===== src/design/mpr_ctrl_consts.vh =====
// constants for the mpr calibration and bank controller
`ifndef MPR_CTRL_CONSTS_VH
`define MPR_CTRL_CONSTS_VH
// register offsets (word index on the software port)
`define REG_CTRL 4'h0
`define REG_STATUS 4'h1
`define REG_ROW 4'h2
`define REG_CAPTURE 4'h3
`define REG_LAT 4'h4
// control fields
`define CTRL_GO 0
`define CTRL_OP_LSB 1
`define CTRL_OP_MSB 3
`define CTRL_BANK_LSB 4
`define CTRL_BANK_MSB 6
`define CTRL_BL8 7
`define CTRL_NIB 8
// operations
`define OP_MPR_ON 3'h1
`define OP_MPR_RD 3'h2
`define OP_MPR_OFF 3'h3
`define OP_ACT 3'h4
`define OP_PRE 3'h5
`define OP_PREA 3'h6
`define OP_READ 3'h7
// command encodings {cs_n, ras_n, cas_n, we_n}
`define CMD_NOP 4'h7
`define CMD_MRS 4'h0
`define CMD_ACT 4'h3
`define CMD_PRE 4'h2
`define CMD_RD 4'h5
// mode register 3 select and mpr enable bit
`define MR3_BA 3'h3
`define MR3_MPR_BIT 2
// timing in ns and derived cycles at 50 MHz (20 ns)
`define CLK_NS 20
`define T_RP_NS 15
`define T_MOD_NS 15
`define T_MPRR_NS 20
`define N_RP ((`T_RP_NS + `CLK_NS - 1) / `CLK_NS)
`define N_MOD_NS ((`T_MOD_NS + `CLK_NS - 1) / `CLK_NS)
`define N_MRD 4
`define N_MOD 12
`define N_MPRR 1
// reset values
`define LAT_RST 8'h06
`endif


===== src/design/mpr_ctrl.v =====
// host controller for mpr calibration reads and bank activate/precharge
//
// Our own choices: strobed register access and the register offsets.
`timescale 1ns/1ps
`include "mpr_ctrl_consts.vh"
//
// Contract
// - precharge all, wait trp, then mr3
// - wait tmrd and tmod before mpr read
// - no writes while mpr enabled
// - mpr read: a1:0 zero, a2 zero, a12 high; code drives a2 high for the upper chop-four nibble and a12 low for chop four
// - reads repeat; wait tmprr before mr3
// - clearing mpr restores normal, wait tmrd/tmod
// - precharge before activating another row
// - other bank access allowed during auto precharge
// - idle bank needs activate before read
// - a12 low chop four, high eight
// - only reads while mpr enabled
// - mpr reads only after dll lock
module mpr_ctrl (
  // clock and reset
  input wire i_clk,
  input wire i_rstn,
  // software register port
  input wire [3:0] i_addr,
  input wire [31:0] i_wdata,
  input wire i_wr,
  input wire i_rd,
  output reg [31:0] o_rdata,
  // device status
  input wire i_dll_locked,
  // device command/address pins
  output reg o_cs_n,
  output reg o_ras_n,
  output reg o_cas_n,
  output reg o_we_n,
  output reg [2:0] o_ba,
  output reg [13:0] o_a,
  // read data pins
  input wire [7:0] i_dq
);
  localparam S_IDLE = 3'h0;
  localparam S_WAIT = 3'h1;
  localparam S_LAT = 3'h2;
  localparam S_CAP = 3'h3;
  localparam S_ERR = 3'h4;

  // cycle counts held at 32 bits, then cut on purpose to the counter width
  localparam [31:0] RP_CYC = `N_RP;
  localparam [31:0] MOD_CYC = `N_MOD;
  localparam [31:0] MRD_CYC = `N_MRD;
  localparam [31:0] MPRR_CYC = `N_MPRR;
  // a mode write must honour both tmrd and tmod, so the longer one is kept
  localparam [31:0] MRS_CYC = (MOD_CYC > MRD_CYC) ? MOD_CYC : MRD_CYC;

  reg [2:0] state_r;
  reg [3:0] wait_r;
  reg [7:0] lat_r;
  reg [7:0] lcnt_r;
  reg mpr_on_r;
  reg err_r;

  reg bl8_r;
  reg nib_r;

  reg [13:0] row_r;
  reg [7:0] open_r;
  reg [7:0] rowv_r [0:7];
  reg [13:0] rows_r [0:7];
  reg [3:0] trp_r [0:7];

  reg mprr_r;
  reg [3:0] mcnt_r;
  wire cap_busy;
  wire cap_done;
  wire [7:0] cap_data;
  wire [31:0] ctrl_w;
  wire [2:0] op_w;
  wire [2:0] bank_w;
  wire go_w;
  wire [31:0] status_w;

  assign ctrl_w = i_wdata;
  assign op_w = ctrl_w[`CTRL_OP_MSB:`CTRL_OP_LSB];
  assign bank_w = ctrl_w[`CTRL_BANK_MSB:`CTRL_BANK_LSB];
  assign go_w = i_wr && (i_addr == `REG_CTRL) && ctrl_w[`CTRL_GO] &&
                (state_r == S_IDLE);

  // true when every bank has its precharge period behind it
  function all_rp_done;
    input [31:0] dummy;
    integer k;
    begin
      all_rp_done = 1'b1;
      for (k = 0; k < 8; k = k + 1) begin
        if (trp_r[k] != 4'h0)
          all_rp_done = 1'b0;
      end
    end
  endfunction

  // legality check of a requested operation against current state
  function legal_op;
    input [2:0] op;
    input [2:0] bk;
    begin
      case (op)
        `OP_MPR_ON: begin
          // every bank idle with trp behind it before mr3 is touched
          legal_op = !mpr_on_r && (open_r == 8'h00) && all_rp_done(0);
        end
        `OP_MPR_RD: begin
          legal_op = mpr_on_r && i_dll_locked;
        end
        `OP_MPR_OFF: begin
          // leaving too early would cut the burst still on the wire
          legal_op = mpr_on_r && !mprr_r && !cap_busy;
        end
        `OP_ACT: begin
          legal_op = !mpr_on_r && !open_r[bk] && (trp_r[bk] == 4'h0);
        end
        `OP_PRE: begin
          legal_op = !mpr_on_r;
        end
        `OP_PREA: begin
          legal_op = !mpr_on_r;
        end
        `OP_READ: begin
          // no auto precharge is ever sent, so no bank is busy behind a read
          legal_op = !mpr_on_r && open_r[bk];
        end
        default: begin
          legal_op = 1'b0;
        end
      endcase
    end
  endfunction

  burst_capture u_cap (
    .i_clk(i_clk),
    .i_rstn(i_rstn),
    .i_start(state_r == S_LAT && lcnt_r == 8'h00),
    .i_bl8(bl8_r),
    .i_nib(nib_r),
    .i_dq0(i_dq[0]),
    .o_data(cap_data),
    .o_busy(cap_busy),
    .o_done(cap_done)
  );

  // true when the operation closes bank idx: a single precharge or precharge all
  function closes_bank;
    input [2:0] op;
    input [2:0] bk;
    input [31:0] idx;
    begin
      closes_bank = (op == `OP_PREA) || ((op == `OP_PRE) && ({29'h0, bk} == idx));
    end
  endfunction

  // per-bank precharge timers; a fresh precharge restarts the count
  genvar g;
  generate
    for (g = 0; g < 8; g = g + 1) begin : g_bank
      always @(posedge i_clk) begin
        if (!i_rstn) begin
          trp_r[g] <= 4'h0;
        end else if (go_w && legal_op(op_w, bank_w) && closes_bank(op_w, bank_w, g)) begin
          trp_r[g] <= RP_CYC[3:0];
        end else if (trp_r[g] != 4'h0) begin
          trp_r[g] <= trp_r[g] - 4'h1;
        end
      end
      always @(posedge i_clk) begin
        if (!i_rstn) begin
          open_r[g] <= 1'b0;
          rows_r[g] <= 14'h0000;
        end else if (go_w && legal_op(op_w, bank_w)) begin
          if (op_w == `OP_ACT && bank_w == g) begin
            open_r[g] <= 1'b1;
            rows_r[g] <= row_r;
          end else if (closes_bank(op_w, bank_w, g)) begin
            open_r[g] <= 1'b0;
          end
        end
      end
    end
  endgenerate

  // command sequencing
  always @(posedge i_clk) begin
    if (!i_rstn) begin
      state_r <= S_IDLE;
      wait_r <= 4'h0;
      lcnt_r <= 8'h00;
      mpr_on_r <= 1'b0;
      err_r <= 1'b0;
      bl8_r <= 1'b1;
      nib_r <= 1'b0;
      mprr_r <= 1'b0;
      mcnt_r <= 4'h0;
      o_cs_n <= 1'b1;
      o_ras_n <= 1'b1;
      o_cas_n <= 1'b1;
      o_we_n <= 1'b1;
      o_ba <= 3'h0;
      o_a <= 14'h0000;
    end else begin
      {o_cs_n, o_ras_n, o_cas_n, o_we_n} <= `CMD_NOP;
      // tmprr window after each mpr burst; a new burst end wins over expiry
      if (mcnt_r != 4'h0) begin
        mcnt_r <= mcnt_r - 4'h1;
      end else begin
        mprr_r <= 1'b0;
      end
      if (cap_done && mpr_on_r) begin
        mprr_r <= 1'b1;
        mcnt_r <= MPRR_CYC[3:0];
      end

      // software clears the error flag by writing status
      if (i_wr && i_addr == `REG_STATUS) begin
        err_r <= 1'b0;
      end

      case (state_r)
        S_IDLE: begin
          if (go_w) begin
            if (!legal_op(op_w, bank_w)) begin
              err_r <= 1'b1;
            end else begin
              bl8_r <= ctrl_w[`CTRL_BL8];
              nib_r <= ctrl_w[`CTRL_NIB];
              o_a <= 14'h0000;
              o_ba <= bank_w;
              state_r <= S_IDLE;
              case (op_w)
                `OP_MPR_ON, `OP_MPR_OFF: begin
                  {o_cs_n, o_ras_n, o_cas_n, o_we_n} <= `CMD_MRS;
                  o_ba <= `MR3_BA;
                  o_a[`MR3_MPR_BIT] <= (op_w == `OP_MPR_ON);
                  mpr_on_r <= (op_w == `OP_MPR_ON);
                  wait_r <= MRS_CYC[3:0];
                  state_r <= S_WAIT;
                end
                `OP_ACT: begin
                  {o_cs_n, o_ras_n, o_cas_n, o_we_n} <= `CMD_ACT;
                  o_a <= row_r;
                end
                `OP_PRE, `OP_PREA: begin
                  {o_cs_n, o_ras_n, o_cas_n, o_we_n} <= `CMD_PRE;
                  o_a[10] <= (op_w == `OP_PREA);
                end
                default: begin
                  // mpr read: a1:0=0, a2 picks nibble, a12 picks length
                  {o_cs_n, o_ras_n, o_cas_n, o_we_n} <= `CMD_RD;
                  o_a[2] <= ctrl_w[`CTRL_NIB] && !ctrl_w[`CTRL_BL8];
                  o_a[12] <= ctrl_w[`CTRL_BL8];
                  if (op_w == `OP_READ)
                    o_a[9:0] <= row_r[9:0] & 10'h3F8;
                  lcnt_r <= lat_r;
                  state_r <= S_LAT;
                end
              endcase
            end
          end
        end
        S_WAIT: begin
          if (wait_r == 4'h0)
            state_r <= S_IDLE;
          else
            wait_r <= wait_r - 4'h1;
        end
        S_LAT: begin
          if (lcnt_r == 8'h00)
            state_r <= S_CAP;
          else
            lcnt_r <= lcnt_r - 8'h01;
        end
        S_CAP: begin
          if (cap_done)
            state_r <= S_IDLE;
        end
        default: state_r <= S_IDLE;
      endcase
    end
  end

  // status word: open banks, dll, error, tmprr pending, mpr on, busy
  assign status_w = {
    16'h0000,
    open_r,
    3'h0,
    i_dll_locked,
    err_r,
    mprr_r,
    mpr_on_r,
    (state_r != S_IDLE)
  };

  // software-written registers
  always @(posedge i_clk) begin
    if (!i_rstn) begin
      row_r <= 14'h0000;
      lat_r <= `LAT_RST;
    end else if (i_wr) begin
      if (i_addr == `REG_ROW)
        row_r <= i_wdata[13:0];
      if (i_addr == `REG_LAT)
        lat_r <= i_wdata[7:0];
    end
  end

  // read data one cycle after strobe; unmapped reads zero
  always @(posedge i_clk) begin
    if (!i_rstn) begin
      o_rdata <= 32'h00000000;
    end else if (i_rd) begin
      case (i_addr)
        `REG_STATUS: o_rdata <= status_w;
        `REG_ROW: o_rdata <= {18'h00000, row_r};
        `REG_CAPTURE: o_rdata <= {24'h000000, cap_data};
        `REG_LAT: o_rdata <= {24'h000000, lat_r};
        default: o_rdata <= 32'h00000000;
      endcase
    end else begin
      o_rdata <= 32'h00000000;
    end
  end
endmodule


===== src/design/burst_capture.v =====
// captures read data beats into a byte, beat n into bit n, or bit n+4 for the upper chop-four nibble
`timescale 1ns/1ps
module burst_capture (
  // clock and reset
  input wire i_clk,
  input wire i_rstn,
  // control
  input wire i_start,
  input wire i_bl8,
  input wire i_nib,
  // data beat from dq0
  input wire i_dq0,
  // result
  output reg [7:0] o_data,
  output wire o_busy,
  output reg o_done
);
  reg [3:0] cnt_r;
  reg [2:0] pos_r;
  reg [7:0] acc_r;
  assign o_busy = (cnt_r != 4'h0);
  always @(posedge i_clk) begin
    if (!i_rstn) begin
      cnt_r <= 4'h0;
      pos_r <= 3'h0;
      acc_r <= 8'h00;
      o_data <= 8'h00;
      o_done <= 1'b0;
    end else begin
      o_done <= 1'b0;
      if (i_start) begin
        cnt_r <= i_bl8 ? 4'h8 : 4'h4;
        pos_r <= (i_nib && !i_bl8) ? 3'h4 : 3'h0;
        acc_r <= 8'h00;
      end else if (cnt_r != 4'h0) begin
        acc_r[pos_r] <= i_dq0;
        pos_r <= pos_r + 3'h1;
        cnt_r <= cnt_r - 4'h1;
        if (cnt_r == 4'h1) begin
          o_data <= acc_r | ({7'h00, i_dq0} << pos_r);
          o_done <= 1'b1;
        end
      end
    end
  end
endmodule


===== config.mk =====
export PLATFORM = sky130hd
export DESIGN_NAME = mpr_ctrl
export DESIGN_NICKNAME = d
export VERILOG_FILES = /design/src/design/mpr_ctrl.v /design/src/design/burst_capture.v
export VERILOG_INCLUDE_DIRS = /design/src /design/src/design
export SDC_FILE = /design/constraint.sdc
export NUM_CORES = 1
export LEC_CHECK = 0
export BUFFER_PORTS_ARGS = -buffer_cell sky130_fd_sc_hd__buf_4
export CAP_MARGIN = 30
export CORE_UTILIZATION = 35
export CTS_BUF_LIST = sky130_fd_sc_hd__clkbuf_2
export DETAILED_ROUTE_END_ITERATION = 7
export SYNTH_ARGS = -nofsm -noshare
export SYNTH_HDL_FRONTEND = slang
export SYNTH_SLANG_ARGS = --single-unit

===== constraint.sdc =====
create_clock -name i_clk -period 3.2 [get_ports i_clk]
set_input_delay 0.64 -clock i_clk [delete_from_list [all_inputs] [get_ports i_clk]]
set_output_delay 0.64 -clock i_clk [all_outputs]
set_load 0.01 [all_outputs]

==> metrics.cfg, run 1 <==
[route]
ant_nets=0
drt_iter0_markers=412
drc=0
routed_wl_um=18300
avgRoutedWirePerCell_um=15.3
vias_per_cell=5.17
vias=6167
drt_first_pass_iters=5

[power_and_ir_drop]
power_leakage_nw=3.19
cellPowerDensity_nw_per_um2=638
ir_worst_vdd_mv=0.341
total_power_mw=5.42

[die]
fp.coreArea_um2=20400
start_util_pct=35.9
ios=102
num_rows=52
die_area_um2=21500
die_w_um=146
fp.dieH_um=146

[clock_network]
clk_path_buf_depth=2
cts_setup_buffers=0
cts_sinks=146
insertion_delay_ns=0.70
cts_tree=yes
cts_hold_buffers=0
root_buffer=clkbuf_2
cts_htree_levels=4
post_cts_resized=0
path_clk_slew_ns=0.21
cts_buffers=17

[timing]
rsz0062_at_grt=no
fin_skew_ns=0.0357
setup_slack_ns=0.266
post-route-min-period_ns=2.93
hold_violations=0
fin_crit_sh_pct=91.7
tightestPinTransition_ns=0.669
finalSetupViolCount=0
fmax_mhz=341
maxSlewViolCount=0
relSlewSlack_pct=55.2

[placement]
place_ws_ns=-0.0492
io_buffers=60
place_inst=1162
dp_hpwl_um=13700
place_congestion=0.863

[synthesis]
yosys.area_share.adder_pct=3.60
avgSynthCellArea_um2=8.80
yosysSeqAreaShare_pct=44.4
synthSimpleGateAreaFrac_pct=24.1
synth_area_um2=7310
synthCells=830
ys_async_sr_fraction_pct=0
synth_edf_count=32
yosys_warnings=0
ys_ff_latch=146
synth_compound_area_share_pct=18.2
synth_mux_area_share_pct=1.39
synth_top_family_by_area=simple AND/OR/NAND/NOR gates
synthFlopType=dfxtp_1
synthDistinctLibCells=73
synth_xor_area_share_pct=1.80

[setup_path]
crit_path_max_fanout=16
crit_arrival_ns=3.41
critical_path_class=reg2reg
start_kind=flop
endpoint_kind=flop
cp.required_ns=3.67

[finish]
fillers=2016
insertedDiodeCount=0
areaGrowthSynthToFinish_pct=16.3
drive_gt1_share_pct=19.5
fin_util_pct=41.7
final_cells=1193
nets=981

[status]
status=completed

[grt]
grt_overflow=0
grt_pass1_vias=5735
grt_first_pass_wirelength_um=29700
antenna_found_initial=0
grt_max_degree=36
grt.total_usage_pct=17.4

[worst_hold_path]
hold_class=in2reg

[run]
cap_violations=0

-- state kept, by name, indices dropped and copies added (netlist names), 8 cells and up --
name and cells:
o_rdata 16, open_r 8, u_cap.acc_r 8, lat_r 8, u_cap.o_data 8, trp_r 32
lcnt_r 8, o_a 14, row_r 14
-- worst paths after layout --
| path | start | end | slack (ns) | depth (start not counted) |
|---|---|---|---|---|
| setup reg to reg | trp_r[2][0] | trp_r[3][3] | 0.27 | 12 |
| hold / removal | i_wdata[10] | row_r[10] | 0.17 | 3 |
| hold reg to reg | o_a[5] | o_a[5] | 0.47 | 2 |
| setup / recovery | trp_r[2][0] | trp_r[3][3] | 0.27 | 12 |
-- final cells by class --
cell class / count / area, um^2 / share of cell area, %
Multi-Input combinational cell: 601 / 3680 / 43.3
Sequential cell: 146 / 3240 / 38.2
Timing Repair Buffer: 107 / 803 / 9.45
Tap cell: 270 / 338 / 3.98
Clock inverter: 10 / 183 / 2.15
Inverter: 38 / 143 / 1.68
Clock buffer: 21 / 105 / 1.24
-- synth_stat cells, types with 6 or more instances --
cell / number / area, um^2
a21oi_1: 78 / 390
nand3b_1: 6 / 45.0
nor4_1: 12 / 75.1
nor2b_1: 8 / 50.1
nor2_1: 102 / 383
a222oi_1: 8 / 80.1
nand3_1: 40 / 200
or3_1: 10 / 62.6
nand2b_1: 11 / 68.8
o21a_1: 10 / 75.1
buf_4: 20 / 150
dfxtp_1: 114 / 2280
nand2_1: 102 / 383
o21ai_0: 10 / 50.1
ha_1: 21 / 263
nor3_1: 25 / 125
a22oi_1: 8 / 60.1
edfxtp_1: 32 / 961
a211oi_1: 14 / 105
a31oi_1: 11 / 68.8
inv_1: 38 / 143
xnor2_1: 11 / 96.3
clkbuf_1: 29 / 109
o22ai_1: 7 / 43.8
-- routing by layer --
metal | vias up | wire, um | track usage, %
li1 | 3088 | - | -
met1 | 2918 | 8660 | 23.8
met2 | 143 | 8530 | 28.1
met3 | 18 | 848 | 3.91
met4 | 0 | 214 | 3.65
met5 | - | 0 | 0
-- report_power, final --
part / leakage, nW / internal (mW) / switching, mW
registers: 1.28 / 2.25 / 0.260
logic: 1.73 / 0.740 / 0.921
clock network: 0.178 / 0.601 / 0.648
total: 3.19 / 3.59 / 1.83
-- stage by stage --
| step | setup TNS (ns) | cell area (um^2) | hold WS [ns] |
|---|---|---|---|
| after floorplan | 0 | 7360 | 0.436 |
| after global placement | -0.0708 | 8200 | 0.444 |
| after detailed placement | -0.197 | 8200 | 0.444 |
| after CTS | 0 | 8490 | 0.120 |
| after global routing | 0 | 8500 | 0.0921 |
| final | 0 | 8500 | 0.172 |
-- worst max-delay path, cell delays in order (launching register included) --
cell and delay, ns:
edfxtp_1 0.47, inv_1 0.11, ha_1 0.14, nor3b_1 0.17
buf_4 0.15, nand4_1 0.12, or4_4 0.53, nand3_2 0.12
o21ai_4 0.19, buf_4 0.21, o311ai_1 0.28, buf_4 0.17
nor2_1 0.04
-- cell families (layout without fill, tap and decap cells) --
kind of cell	after synthesis	count (layout)
adders and majority gates	21	21
AOI/OAI and AO/OA	185	185
buffers and inverters	98	176
DFF	146	146
other	1	16
xor gates and xnor gates	15	15
and+or+nand+nor	357	357
muxes	7	7
-- placed cells by master (no fill, tap or decap), types with 5 or more instances in the layout --
master     synthesis  routed
o22ai_1            7       7
nand2_1          102     102
xnor2_1           11      11
inv_1             38      37
o21a_1            10      10
nand3_1           40      40
nor2b_1            8       8
ha_1              21      21
nand3b_1           6       6
conb_1             1      16
nand2b_1          11      11
a21oi_1           78      78
bufinv_16          0       5
a222oi_1           8       8
nor4_1            12      11
dfxtp_1          114     114
o21ai_0           10      10
a22oi_1            8       8
or3_1             10      10
a31oi_1           11      11
nor3b_1            5       5
clkbuf_2           0      21
or2_2              5       5
a211oi_1          14      14
nor2_1           102     102
edfxtp_1          32      32
o31a_1             5       5
buf_4             20     107
nor3_1            25      25
Note: power is estimated with default switching activity, not from simulation.
==> run 2, diff against run 1 <==
- CORE_UTILIZATION: 35 -> 60
- PLACE_DENSITY_LB_ADDON: default -> 0.2
==> metrics.cfg, run 2 (same netlist as run 1, synthesis figures left out) <==
[status]
status=completed

[placement]
place_congestion=0.918  ; +6.4%
place_inst=1017  ; -12%
dp_hpwl_um=13100  ; -4.5%
dpl_cell_area_um2=7920  ; -3.4%
io_buffers=60  ; unchanged
place_ws_ns=0.0823  ; +0.132 ns

[setup_path]
crit_arrival_ns=3.43  ; +0.02 ns
start_kind=flop
endpoint=trp_r[5][3]
critical_path_class=reg2reg
cp-startpoint=trp_r[7][0]
r2r_end=trp_r[5][3]
crit_path_max_fanout=14  ; -2
r2r-start=trp_r[7][0]
cp.required_ns=3.65  ; -0.02 ns
reg2reg_depth=10  ; -2
endpoint_kind=flop
ff2ff_setup_slack_ns=0.22  ; -0.05 ns

[finish]
final_common_cell=dfxtp_1
mostFrequentLayoutCells=dfxtp_1, nor2_1, nand2_1, buf_4, a21oi_1
reg_top3=trp_r x32, o_rdata x16
drive_gt1_share_pct=17.7  ; -1.8 points
largest_register=trp_r
nets=963  ; -1.8%
largest_reg_flops=32  ; unchanged
fillers=930  ; -54%
insertedDiodeCount=0  ; unchanged
areaGrowthSynthToFinish_pct=11.7
fin_area_um2=8170  ; -3.9%
final_cells=1047  ; -12%

[route]
drt_first_pass_iters=8  ; +3
vias=6232  ; +1.1%
routed_wl_um=17600  ; -3.4%
drc=0  ; unchanged
vias_per_cell=5.95  ; +15%
avgRoutedWirePerCell_um=16.9  ; +10%
ant_nets=0  ; unchanged
drt_iter0_markers=592  ; +44%

[die]
num_rows=39  ; -25%
fp.coreArea_um2=11700  ; -43%
ios=102  ; unchanged
die_w_um=112  ; -23%
start_util_pct=62.7  ; +27 points
die_area_um2=12600  ; -41%
fp.dieH_um=112  ; -23%

[grt]
antenna_found_initial=0  ; unchanged
grt_max_degree=38  ; +5.6%
grt_first_pass_wirelength_um=29000  ; -2.1%
grt.total_usage_pct=29.4  ; +12 points
grt_overflow=0  ; unchanged
grt_pass1_vias=6001  ; +4.6%

[clock_network]
post_cts_resized=0  ; unchanged
cts_sinks=146  ; unchanged
insertion_delay_ns=0.76  ; +0.06 ns
root_buffer=clkbuf_2
cts_buffers=17  ; unchanged
cts_tree=yes
clk_path_buf_depth=2  ; unchanged
cts_hold_buffers=0  ; unchanged
cts_setup_buffers=0  ; unchanged
path_clk_slew_ns=0.20  ; about the same
cts_htree_levels=4  ; unchanged

[timing]
hold_violations=0  ; unchanged
fin_skew_ns=0.0313  ; -0.00446 ns
maxSlewViolCount=0  ; unchanged
setup_slack_ns=0.219  ; -0.0463 ns
tightestPinTransition_ns=0.721  ; +0.0524 ns
relSlewSlack_pct=51.9  ; -3.4 points
setup-tns-final_ns=0  ; unchanged
fmax_mhz=336  ; -1.6%
fin_crit_sh_pct=93.1  ; +1.4 points
post-route-min-period_ns=2.98  ; +0.0463 ns
rsz0062_at_grt=no
finalSetupViolCount=0  ; unchanged

[power_and_ir_drop]
ir_worst_vdd_mv=0.510  ; +50%
cellPowerDensity_nw_per_um2=636  ; -0.26%
power_leakage_nw=3.07  ; -3.6%
total_power_mw=5.20  ; -4.2%

[worst_hold_path]
hold_class=in2reg

[run]
cap_violations=0  ; unchanged

run 2: cell types whose count changed in the layout (fill, tap and decap cells not counted), moves of 2 or more:
cell       previous run  this run
nor3b_1               5         3
nor3b_2               4         6
clkbuf_2             21        19
buf_4               107        88
bufinv_16             5         3
clkinv_1              0         2
run 2: worst min-delay path by stage:
| stage | cells past startpoint | start | slack [ns] | endpoint |
|---|---|---|---|---|
| floorplan | 2 | u_cap.acc_r[1] | 0.44 | u_cap.acc_r[1] |
| global placement | 2 | u_cap.acc_r[1] | 0.44 | u_cap.acc_r[1] |
| detailed placement | 2 | o_a[11] | 0.45 | o_a[11] |
| CTS | 3 | i_wdata[11] | 0.07 | row_r[11] |
| global route | 3 | i_wdata[10] | 0.07 | row_r[10] |
| finish | 3 | i_wdata[11] | 0.10 | row_r[11] |
run 2: worst max-delay path, stage by stage (launching register included):
cell,delay [ns]
edfxtp_1,0.48
inv_1,0.09
ha_1,0.17
nor3b_2,0.34
nand4_1,0.18
or4_4,0.53
nand3_2,0.12
o21ai_4,0.16
buf_4,0.21
nor3_4,0.18
nand3b_1,0.24
run 2: power by group:
group          switching (mW)  leakage, nW  internal, mW
Clock                   0.641        0.145         0.429
Combinational           0.919         1.65         0.687
Sequential              0.268         1.28          2.25
Total                    1.83         3.07          3.37
run 2: cell type report:
type | count | area (um^2) | share of cell area (%)
Multi-Input combinational cell | 601 | 3690 | 45.1
Clock buffer | 19 | 95.1 | 1.16
Timing Repair Buffer | 89 | 681 | 8.34
Clock inverter | 11 | 139 | 1.70
Inverter | 38 | 143 | 1.75
Tap cell | 143 | 179 | 2.19
Sequential cell | 146 | 3240 | 39.7
run 2: metal layers:
metal  global-route usage, %  wire, um
met1                    35.1      6980
met2                    52.6      9150
met3                    5.56      1160
met4                    11.0       360
met5                       0         0
run 2: through the flow:
| step | hold slack (ns) | utilization [%] |
|---|---|---|
| global placement | 0.441 | 67.9 |
| floorplan | 0.436 | - |
| global route | 0.0721 | 70.0 |
| finish | 0.105 | 70.0 |
| CTS | 0.0725 | 69.9 |
| detailed placement | 0.448 | 67.9 |
